$ cat config.mk
export PLATFORM = sky130hd
export DESIGN_NAME = cscr_top
export DESIGN_NICKNAME = d
export VERILOG_FILES = /design/src/rtl/cscr_sync.v /design/src/rtl/cscr_top.v
export VERILOG_INCLUDE_DIRS = /design/src /design/src/rtl
export SDC_FILE = /design/constraint.sdc
export NUM_CORES = 1
export LEC_CHECK = 0
export ABC_CLOCK_PERIOD_IN_PS = 3800
export BUFFER_PORTS_ARGS = -buffer_cell sky130_fd_sc_hd__buf_2
export CORE_ASPECT_RATIO = 0.9
export CORE_MARGIN = 5
export CORE_UTILIZATION = 55
export CTS_CLUSTER_DIAMETER = 40
export CTS_CLUSTER_SIZE = 10
export DETAILED_ROUTE_END_ITERATION = 10
export PLACE_DENSITY = 0.74
export SLEW_MARGIN = 20
export SYNTH_ARGS = -nofsm -noshare
export SYNTH_HDL_FRONTEND = slang
export SYNTH_HIERARCHICAL = 1
export SYNTH_SLANG_ARGS = --single-unit
$ cat constraint.sdc
create_clock -name clock -period 3.8 [get_ports clock]
set_input_delay 0.57 -clock clock [delete_from_list [all_inputs] [get_ports clock]]
set_output_delay 0.57 -clock clock [all_outputs]
set_load 0.02 [all_outputs]
$ cat src/rtl/cscr_regs.vh
/*
 * Register map, field positions, reset values and bus constants of the
 * charger status and control register slice.
 * Assumes: included by bare name from the design files of this slice.
 */
`ifndef CSCR_REGS_VH
`define CSCR_REGS_VH

// ==========================================================
// register offsets (8-bit register pointer)
`define CSCR_OFS_MONITOR_B      8'h11
`define CSCR_OFS_THERMISTOR     8'h12
`define CSCR_OFS_WATCHDOG_REGULATOR_CONTROL     8'h13
`define CSCR_OFS_RESTART_KEY    8'hFA

// ==========================================================
// charger_monitor_b fields
`define CSCR_MON_POWER_GOOD     5
`define CSCR_MON_DISABLE_LEVEL  4
`define CSCR_MON_BATT_ABSENT    3
`define CSCR_MON_POST_CHARGE    2

// ==========================================================
// thermistor_status fields
`define CSCR_THM_OVERRIDE       5
`define CSCR_THM_SENSE_VALID    4
`define CSCR_THM_ABOVE_T4       3
`define CSCR_THM_ABOVE_T3       2
`define CSCR_THM_ABOVE_T2       1
`define CSCR_THM_ABOVE_T1       0
`define CSCR_THM_OVERRIDE_RST   1'b0

// ==========================================================
// watchdog_regulator_control fields and values
`define CSCR_WD_REG_ENABLE      2
`define CSCR_WD_DISABLE         1
`define CSCR_WD_RESET_VALUE     8'h6E
`define CSCR_WD_FIXED_ONES      8'h68
`define CSCR_WD_REG_ENABLE_RST  1'b1
`define CSCR_WD_DISABLE_RST     1'b1

// ==========================================================
// charge_restart_key values
`define CSCR_RESTART_READ       8'hFF
`define CSCR_RESTART_KEY        8'hB5

// ==========================================================
// serial bus constants
`define CSCR_DEVICE_ADDR        7'h5A
`define CSCR_READ_UNMAPPED      8'h00

`endif

$ cat src/rtl/cscr_sync.v
/*
 * Two-stage synchroniser for a vector of asynchronous levels.
 * Assumes: every bit is a level that is independent of its neighbours;
 * words that must stay coherent across bits are not passed through here.
 */
`timescale 1ns/1ps
module cscr_sync #(
    parameter             WIDTH   = 1,
    parameter [WIDTH-1:0] RST_VAL = {WIDTH{1'b0}}
) (
    // clock and reset
    input  wire             clock,
    input  wire             rst_n,
    // levels in and out
    input  wire [WIDTH-1:0] din,
    output reg  [WIDTH-1:0] dout_q
);

    reg [WIDTH-1:0] meta_q;

    // ==========================================================
    // synchroniser stages
    // first stage feeds only the second stage
    always @(posedge clock) begin
        if (!rst_n) begin
            meta_q <= RST_VAL;
            dout_q <= RST_VAL;
        end else begin
            meta_q <= din;
            dout_q <= meta_q;
        end
    end

endmodule // cscr_sync

$ cat src/rtl/cscr_top.v
/*
 * Charger status and control register slice behind an oversampled
 * serial two-wire slave port, with the power-good open-drain pin.
 * Assumes: pins and analog status levels are asynchronous to clock;
 * the serial clock is far slower than clock (at least 8 clocks per phase).
 */
`timescale 1ns/1ps
`include "cscr_regs.vh"
module cscr_top #(
    parameter [6:0] DEVICE_ADDR = `CSCR_DEVICE_ADDR
) (
    // clock and reset
    input  wire clock,
    input  wire rst_n,
    // serial bus pins
    input  wire scl_in,
    input  wire sda_in,
    output reg  sda_out_q,
    output reg  sda_oe_q,
    // status levels from the charger
    input  wire low_battery_threshold,
    input  wire disable_pin,
    input  wire battery_absent,
    input  wire post_charge_active,
    input  wire thermistor_sense_valid,
    input  wire thermistor_above_t4,
    input  wire thermistor_above_t3,
    input  wire thermistor_above_t2,
    input  wire thermistor_above_t1,
    input  wire charge_done,
    // power-good open-drain pin
    output reg  power_good_out_q,
    output reg  power_good_oe_q,
    // controls to the charger
    output reg  thermistor_override_q,
    output reg  regulator_enable_bit_q,
    output reg  watchdog_disable_q,
    output reg  charge_restart_q
);

    // ==========================================================
    // states
    localparam [2:0] ST_IDLE  = 3'd0;
    localparam [2:0] ST_ADDR  = 3'd1;
    localparam [2:0] ST_ACK_A = 3'd2;
    localparam [2:0] ST_WR    = 3'd3;
    localparam [2:0] ST_ACK_W = 3'd4;
    localparam [2:0] ST_RD    = 3'd5;
    localparam [2:0] ST_MACK  = 3'd6;

    localparam       SYNC_W   = 12;

    // ==========================================================
    // declarations
    wire [SYNC_W-1:0] sync_s;
    wire              scl_s;
    wire              sda_s;
    wire              low_batt_s;
    wire              dis_s;
    wire              absent_s;
    wire              post_s;
    wire              valid_s;
    wire [3:0]        above_s;
    wire              done_s;
    wire              scl_rise;
    wire              scl_fall;
    wire              bus_start;
    wire              bus_stop;

    reg               scl_p_q;
    reg               sda_p_q;
    reg  [2:0]        state_q;
    reg  [2:0]        bitcnt_q;
    reg  [7:0]        shift_q;
    reg  [7:0]        ptr_q;
    reg               byte_done_q;
    reg               rw_q;
    reg               first_q;
    reg               nack_q;
    reg               power_good_flag_q;
    reg  [7:0]        rd_data;

    // ==========================================================
    // pin and status synchronisers
    // bus lines reset high so no false start is seen at release
    cscr_sync #(
        .WIDTH   (SYNC_W),
        .RST_VAL (12'h003)
    ) u_sync (
        .clock  (clock),
        .rst_n  (rst_n),
        .din    ({charge_done, thermistor_above_t4, thermistor_above_t3,
                  thermistor_above_t2, thermistor_above_t1,
                  thermistor_sense_valid, post_charge_active,
                  battery_absent, disable_pin, low_battery_threshold,
                  sda_in, scl_in}),
        .dout_q (sync_s)
    );

    assign scl_s      = sync_s[0];
    assign sda_s      = sync_s[1];
    assign low_batt_s = sync_s[2];
    assign dis_s      = sync_s[3];
    assign absent_s   = sync_s[4];
    assign post_s     = sync_s[5];
    assign valid_s    = sync_s[6];
    assign above_s    = sync_s[10:7];
    assign done_s     = sync_s[11];

    // ==========================================================
    // bus line events
    assign scl_rise  = scl_s & ~scl_p_q;
    assign scl_fall  = ~scl_s & scl_p_q;
    assign bus_start = scl_s & scl_p_q & sda_p_q & ~sda_s;
    assign bus_stop  = scl_s & scl_p_q & ~sda_p_q & sda_s;

    // ==========================================================
    // read data multiplexer
    always @* begin
        rd_data = `CSCR_READ_UNMAPPED;
        if (ptr_q == `CSCR_OFS_MONITOR_B) begin
            rd_data = 8'h00;
            rd_data[`CSCR_MON_POWER_GOOD]    = power_good_flag_q;
            rd_data[`CSCR_MON_DISABLE_LEVEL] = dis_s;
            rd_data[`CSCR_MON_BATT_ABSENT]   = absent_s;
            rd_data[`CSCR_MON_POST_CHARGE]   = post_s;
        end else if (ptr_q == `CSCR_OFS_THERMISTOR) begin
            rd_data = 8'h00;
            rd_data[`CSCR_THM_OVERRIDE]    = thermistor_override_q;
            rd_data[`CSCR_THM_SENSE_VALID] = valid_s;
            rd_data[`CSCR_THM_ABOVE_T4]    = above_s[3];
            rd_data[`CSCR_THM_ABOVE_T3]    = above_s[2];
            rd_data[`CSCR_THM_ABOVE_T2]    = above_s[1];
            rd_data[`CSCR_THM_ABOVE_T1]    = above_s[0];
        end else if (ptr_q == `CSCR_OFS_WATCHDOG_REGULATOR_CONTROL) begin
            rd_data = `CSCR_WD_FIXED_ONES;
            rd_data[`CSCR_WD_REG_ENABLE] = regulator_enable_bit_q;
            rd_data[`CSCR_WD_DISABLE]    = watchdog_disable_q;
        end else if (ptr_q == `CSCR_OFS_RESTART_KEY) begin
            rd_data = `CSCR_RESTART_READ;
        end
    end

    // ==========================================================
    // power-good pin and its mirror bit
    // flag and pin enable update on the same edge so they agree out of reset; reset clears both, releasing the pin while the flag reads 0
    always @(posedge clock) begin
        if (!rst_n) begin
            power_good_flag_q <= 1'b0;
            power_good_out_q  <= 1'b0;
            power_good_oe_q   <= 1'b0;
        end else begin
            power_good_flag_q <= low_batt_s;
            power_good_out_q  <= 1'b0;
            power_good_oe_q   <= ~low_batt_s;
        end
    end

    // ==========================================================
    // serial slave and register writes
    always @(posedge clock) begin
        if (!rst_n) begin
            scl_p_q                <= 1'b1;
            sda_p_q                <= 1'b1;
            state_q                <= ST_IDLE;
            bitcnt_q               <= 3'd0;
            shift_q                <= 8'h00;
            ptr_q                  <= 8'h00;
            byte_done_q            <= 1'b0;
            rw_q                   <= 1'b0;
            first_q                <= 1'b0;
            nack_q                 <= 1'b0;
            sda_out_q              <= 1'b0;
            sda_oe_q               <= 1'b0;
            thermistor_override_q  <= `CSCR_THM_OVERRIDE_RST;
            regulator_enable_bit_q <= `CSCR_WD_REG_ENABLE_RST;
            watchdog_disable_q     <= `CSCR_WD_DISABLE_RST;
            charge_restart_q       <= 1'b0;
        end else begin
            scl_p_q          <= scl_s;
            sda_p_q          <= sda_s;
            sda_out_q        <= 1'b0;
            charge_restart_q <= 1'b0;
            if (bus_start) begin
                // also a repeated start; the pointer is kept
                state_q     <= ST_ADDR;
                bitcnt_q    <= 3'd0;
                byte_done_q <= 1'b0;
                sda_oe_q    <= 1'b0;
            end else if (bus_stop) begin
                state_q  <= ST_IDLE;
                sda_oe_q <= 1'b0;
            end else begin
                case (state_q)
                    ST_ADDR, ST_WR: begin
                        if (scl_rise) begin
                            shift_q  <= {shift_q[6:0], sda_s};
                            bitcnt_q <= bitcnt_q + 3'd1;
                            if (bitcnt_q == 3'd7) begin
                                byte_done_q <= 1'b1;
                            end
                        end else if (scl_fall && byte_done_q) begin
                            byte_done_q <= 1'b0;
                            if (state_q == ST_ADDR) begin
                                if (shift_q[7:1] == DEVICE_ADDR) begin
                                    rw_q     <= shift_q[0];
                                    sda_oe_q <= 1'b1;
                                    state_q  <= ST_ACK_A;
                                end else begin
                                    state_q <= ST_IDLE;
                                end
                            end else begin
                                sda_oe_q <= 1'b1;
                                state_q  <= ST_ACK_W;
                                if (first_q) begin
                                    ptr_q   <= shift_q;
                                    first_q <= 1'b0;
                                end else begin
                                    ptr_q <= ptr_q + 8'h01;
                                    if (ptr_q == `CSCR_OFS_THERMISTOR) begin
                                        thermistor_override_q <=
                                            shift_q[`CSCR_THM_OVERRIDE];
                                    end else if (ptr_q == `CSCR_OFS_WATCHDOG_REGULATOR_CONTROL) begin
                                        regulator_enable_bit_q <=
                                            shift_q[`CSCR_WD_REG_ENABLE];
                                        watchdog_disable_q <=
                                            shift_q[`CSCR_WD_DISABLE];
                                    end else if (ptr_q == `CSCR_OFS_RESTART_KEY) begin
                                        // key outside charge done is ignored
                                        if ((shift_q == `CSCR_RESTART_KEY) && done_s) begin
                                            charge_restart_q <= 1'b1;
                                        end
                                    end
                                end
                            end
                        end
                    end
                    ST_ACK_A: begin
                        if (scl_fall) begin
                            bitcnt_q <= 3'd0;
                            if (rw_q) begin
                                shift_q  <= rd_data;
                                ptr_q    <= ptr_q + 8'h01;
                                sda_oe_q <= ~rd_data[7];
                                state_q  <= ST_RD;
                            end else begin
                                sda_oe_q <= 1'b0;
                                first_q  <= 1'b1;
                                state_q  <= ST_WR;
                            end
                        end
                    end
                    ST_ACK_W: begin
                        if (scl_fall) begin
                            sda_oe_q <= 1'b0;
                            state_q  <= ST_WR;
                        end
                    end
                    ST_RD: begin
                        if (scl_fall) begin
                            bitcnt_q <= bitcnt_q + 3'd1;
                            if (bitcnt_q == 3'd7) begin
                                sda_oe_q <= 1'b0;
                                state_q  <= ST_MACK;
                            end else begin
                                shift_q  <= {shift_q[6:0], 1'b0};
                                sda_oe_q <= ~shift_q[6];
                            end
                        end
                    end
                    ST_MACK: begin
                        if (scl_rise) begin
                            nack_q <= sda_s;
                        end else if (scl_fall) begin
                            if (nack_q) begin
                                state_q <= ST_IDLE;
                            end else begin
                                bitcnt_q <= 3'd0;
                                shift_q  <= rd_data;
                                ptr_q    <= ptr_q + 8'h01;
                                sda_oe_q <= ~rd_data[7];
                                state_q  <= ST_RD;
                            end
                        end
                    end
                    default: begin
                        sda_oe_q <= 1'b0;
                    end
                endcase
            end
        end
    end

endmodule // cscr_top

# Yosys cells after proc, flatten, opt, wreduce, memory -nomap -nowiden
# Index checks and enable logic that the tools add are counted.
[op_classes]
eq_ne = 37
n_addsub = 2
n_mux = 68
n_reduce_logical = 24
n_bitwise = 24
[ops]
columns = ["operator", "count"]
rows = [
  ["$mux 8", 21],
  ["$mux 3", 17],
  ["$reduce_and 9->1", 4],
  ["$ne 4x4->1 const B", 8],
  ["$pmux 8 s4", 1],
  ["$ne 2x2->1 const B", 14],
  ["$eq 8x5->1 const B", 3],
  ["$pmux 8 s3", 1],
  ["$reduce_and 8->1", 3],
  ["$mux 1", 23],
  ["$reduce_and 11->1", 2],
  ["$not 1->1", 17],
  ["$eq 8x8->1 const B", 2],
  ["$pmux 3 s5", 1],
  ["$eq 3x3->1 const B", 4],
  ["$pmux 3 s4", 1],
  ["$reduce_or 11->1", 1],
  ["$add 8x1->8 const B", 1],
  ["$reduce_and 4->1", 2],
  ["$and 1x1->1", 7],
  ["$eq 7x7->1 const B", 1],
  ["$reduce_and 7->1", 1],
  ["$reduce_bool 7->1", 1],
  ["$eq 3x2->1 const B", 2],
  ["other kinds (14)", 17],
]
[totals]
reg_bits = 59
word_cells = 175

# Longest topological paths before layout
[depth]
word_depth = 10
mapped_depth = 8
depth_no_buf = 7

# Modules after synthesis
# Netlist, hierarchy kept.
[modules_own_cells]
columns = ["mod", "area_per_inst_um2", "instances", "cells_each"]
rows = [
  ["cscr_top", 2363.5, 1, 284],
  ["cscr_sync", 653.1, 1, 50],
]

# Worst setup path before layout
# No wires, ideal clock.
[synth_path]
kind = "register to register"
start = "register state_q[2]"
end = "register regulator_enable_bit_q"
setup_ps = 117
path_slack_ps = 2140
n_path_buf = 1
t_arrival_ps = 1543
path_stages_with_launch = 7
synth_period_minus_slack_ps = 1660
required_ps = 3683
cell_sequence = "dfxtp_1 -> buf_6 -> nand3b_4 -> or3b_4 -> nor4_4 -> mux2i_1 -> nand2_1"
[synth_via]
elab_chain_len = 3
elab_cells_between_ends = 5
cone_classes = "2 x eq/ne; 1 x bitwise; 2 x reduce/logical"
[synth_lines]
columns = ["item", "line", "rtl"]
rows = [
  ["from (decl)", "cscr_top.v:72", "reg [2:0] state_q;"],
  ["from (signal assigned)", "cscr_top.v:165", "state_q <= ST_IDLE;"],
  ["from (signal assigned)", "cscr_top.v:186", "state_q <= ST_ADDR;"],
  ["from (signal assigned)", "cscr_top.v:191", "state_q <= ST_IDLE;"],
  ["$eq 3x1->1 / $eq 3x2->1 (equally long branches)", "cscr_top.v:194, cscr_top.v:204", ""],
  ["$reduce_or 2->1 / $not 1->1 (equally long branches)", "-", ""],
  ["$reduce_and 9->1 (no line) (*)", "-", ""],
  ["to (signal assigned)", "cscr_top.v:176", "regulator_enable_bit_q <= `CSCR_WD_REG_ENABLE_RST;"],
  ["to (signal assigned)", "cscr_top.v:224", "regulator_enable_bit_q <="],
  ["to (decl)", "cscr_top.v:36", "output reg regulator_enable_bit_q,"],
]
# Every way passes the cells marked *; elsewhere a longest branch is shown, timed or not.
# A chain may end at the register's enable or synchronous reset.

# Worst setup path after layout
[layout_path]
start = "register state_q[0]"
end = "register shift_q[7]"
[layout_via]
elab_chain_len = 4
elab_cells_between_ends = 17
cone_classes = "13 x eq/ne; 1 x mux; 3 x reduce/logical"
[layout_lines]
columns = ["item", "line", "rtl"]
rows = [
  ["$eq 3x1->1 / $eq 3x2->1 (equally long branches)", "cscr_top.v:194", "case (state_q)"],
  ["$reduce_or 2->1", "cscr_top.v:194", ""],
  ["$reduce_bool 4->1 (no line) / $ne 2x2->1 (equally long branches)", "-", ""],
  ["$reduce_and 11->1 (no line)", "-", ""],
  ["to (signal assigned)", "cscr_top.v:197", "shift_q <= {shift_q[6:0], sda_s};"],
  ["to (signal assigned)", "cscr_top.v:242", "shift_q <= rd_data;"],
  ["to (signal assigned)", "cscr_top.v:266", "shift_q <= {shift_q[6:0], 1'b0};"],
  ["to (decl)", "cscr_top.v:74", "reg [7:0] shift_q;"],
]
# Parallel ways exist; a longest one is shown, timed or not.

==> metrics.cfg <==
[power]
power.leakage_uw = 0.00125
power.total_uw = 1230
powerDensity_mw_per_mm2 = 378
ir_drop_mv = 0.341

[layout]
fin_nets = 363
diodes = 0
area_delta_synth_final_pct = 8.25
final_util_pct = 61.8
drive_above_1_share_pct = 17.5
nFillCells = 477

[timing]
slew_viol_final = 0
finalCritPeriodShare_pct = 66.5
final-hold-violation-count = 0
holdWs_ns = 0.396
worst_slew_pin_slew_ns = 0.843
max_freq_mhz = 396
fin_crit_ns = 2.53
rsz0062_at_grt = no
skew_ns = 0.00767
tns_ns = 0
setup_viol = 0
relSlewSlack_pct = 43.7

[detailed_routing]
ant_nets = 0
wl_met2_um = 3130
met3_length_um = 429
vias = 2500
wl_met1_um = 3260
dr.first_iter.drc_count = 273
avgRoutedWirePerCell_um = 16.5
top_layer = met4
via_per_inst = 6.01
wirelength_um = 6870
drtPass1Iterations = 5
drc = 0

[logic_synthesis]
synth_area_mm2 = 0.00302
synth-seq-area-share_pct = 39.2
synth_area_per_cell_um2 = 9.03
synth_top_family_by_area = simple AND/OR/NAND/NOR gates
synth-adder-area-share_pct = 2.07
ys_ff_latch = 59
muxShareOfSynthArea_pct = 2.32
synth-simple-area-share_pct = 25.6
ys_warn_count = 6
synth-main-ff-cell = dfxtp_1
synth_xor_area_share_pct = 0.539
yosys.cell_types.count = 71
synthArstFlopShare_pct = 0
synth_compound_area_share_pct = 24.5
synth_edf_count = 0
syn_inst = 334

[die]
io_pins = 22
core-area_mm2 = 0.00529
die_area_mm2 = 0.00707
die_w_um = 88.1
start_util_pct = 57.1
num_rows = 25
die_y_um = 80.3

[clock_network]
cts.htree.levels = 3
cts_buffers = 9
cts_resized = 0
path_clk_slew_ns = 0.07
cts_tree = built
post_cts.repair.setup_buffers = 0
cts_max_path_buffers = 2
clock_latency_ns = 0.34
holdBufCountCts = 0
root_buffer = clkbuf_8
cts.sinks = 59

[global_route]
grt_pass1_vias = 2386
grt_util_all_layers_pct = 21.4
grt_max_degree = 31
grt_pass1_wl_um = 11800
gr-total-overflow = 0
antenna_found_initial = 0

[critical_path]
startpoint_type = register
cp_max_fo = 17
critPathKind = register to register
arrival_ns = 2.76
critPathCaptureType = register
cp.required_ns = 4.04

[run]
maxCapViolCount = 0

[worst_hold_path]
hold_class = register to register

[place]
dp_hpwl_um = 4630
io_buffers = 19
place.gp.congestion = 0.949

[status]
run_status = finished, final reports clean

Yosys cell counts (7+ instances only):
| cell | count | area [um2] |
|---|---|---|
| inv_1 | 10 | 37.5 |
| o21ai_0 | 21 | 105 |
| a21oi_1 | 27 | 135 |
| nand3_1 | 13 | 65.1 |
| nand2b_1 | 11 | 68.8 |
| nand2_1 | 14 | 52.6 |
| mux2i_1 | 7 | 70.1 |
| dfxtp_1 | 59 | 1180 |
| buf_2 | 8 | 40.0 |
| and2_1 | 16 | 100 |
| o31ai_1 | 7 | 52.6 |
| nor2_1 | 15 | 56.3 |
flip-flops by register name, indices dropped and copies added, names as in the netlist:
signal,flops
u_sync/dout_q,12
u_sync/meta_q,12
ptr_q,8
shift_q,8
bitcnt_q,3
state_q,3
byte_done_q,1
charge_restart_q,1
first_q,1
nack_q,1
power_good_flag_q,1
power_good_oe_q,1
regulator_enable_bit_q,1
rw_q,1
scl_p_q,1
sda_oe_q,1
sda_p_q,1
thermistor_override_q,1
watchdog_disable_q,1
per-layer routing:
| metal | GRT usage (%) | up-vias |
|---|---|---|
| met5 | 0 | - |
| met4 | 8.31 | 0 |
| met3 | 5.44 | 9 |
| met2 | 31.6 | 89 |
| met1 | 29.9 | 1162 |
| li1 | - | 1240 |
cell usage in the layout (no fill, tap or decap), types with 2 or more instances in the layout:
cell type	count
nor3_1	6
conb_1	2
o2bb2ai_1	2
nor2b_1	4
and3_1	3
a221oi_1	3
a211o_1	2
ha_1	5
a211oi_1	2
nor2_1	15
and2_1	16
o311ai_1	6
a22oi_1	6
inv_6	3
a21oi_1	27
clkbuf_8	10
nand3_1	13
dfxtp_1	59
a31oi_1	5
o21bai_1	3
o31ai_1	7
or2_2	2
and4_1	2
and2_2	6
nand2b_1	11
inv_1	10
buf_4	2
o21ai_0	21
nor3b_1	6
o211ai_1	5
or2b_1	4
mux2i_1	7
buf_2	19
a21o_1	4
nand2_1	14
per-stage QoR:
stage	worst slack [ns]	std cells	cell area, um2
final	1.27	416	3270
after global routing	1.02	416	3270
after CTS	1.31	416	3270
after detailed placement	1.31	400	3080
after global placement	1.42	400	3080
after floorplan	2.14	335	3020
where the power goes:
part / switching (uW) / internal [uW]
clock network: 269 / 261
logic: 33.8 / 25.8
registers: 12.2 / 634
cells by family after synthesis:
logic type      after synthesis
fa+ha+maj                     5
mux                           7
compound gates              109
buf+inv                      33
other cells                   1
simple gates                119
flops                        59
xor+xnor                      1
area by class of cell:
type | instances | area, um2 | share of cell area (%)
Inverter | 10 | 37.5 | 1.15
Multi-Input combinational cell | 243 | 1670 | 51.1
Tap cell | 67 | 83.8 | 2.57
Sequential cell | 59 | 1180 | 36.2
Clock buffer | 10 | 138 | 4.21
Clock inverter | 6 | 47.5 | 1.46
Timing Repair Buffer | 21 | 110 | 3.37
final timing paths:
path	start	end	slack, ns	depth (start not counted)
setup reg to reg	state_q[0]	shift_q[7]	1.27	6
hold / removal	u_sync/dout_q[2]	power_good_oe_q	0.40	1
setup / recovery	state_q[0]	shift_q[7]	1.27	6
hold reg to reg	u_sync/dout_q[2]	power_good_oe_q	0.40	1
critical path, stage by stage, from the launching register on:
cell       delay (ns)
dfxtp_1          0.74
nor2b_1          0.27
buf_4            0.24
o2bb2ai_1        0.13
a211oi_2         0.67
o211ai_1         0.18
o211a_1          0.18
Power figures use the tool's default switching activity.
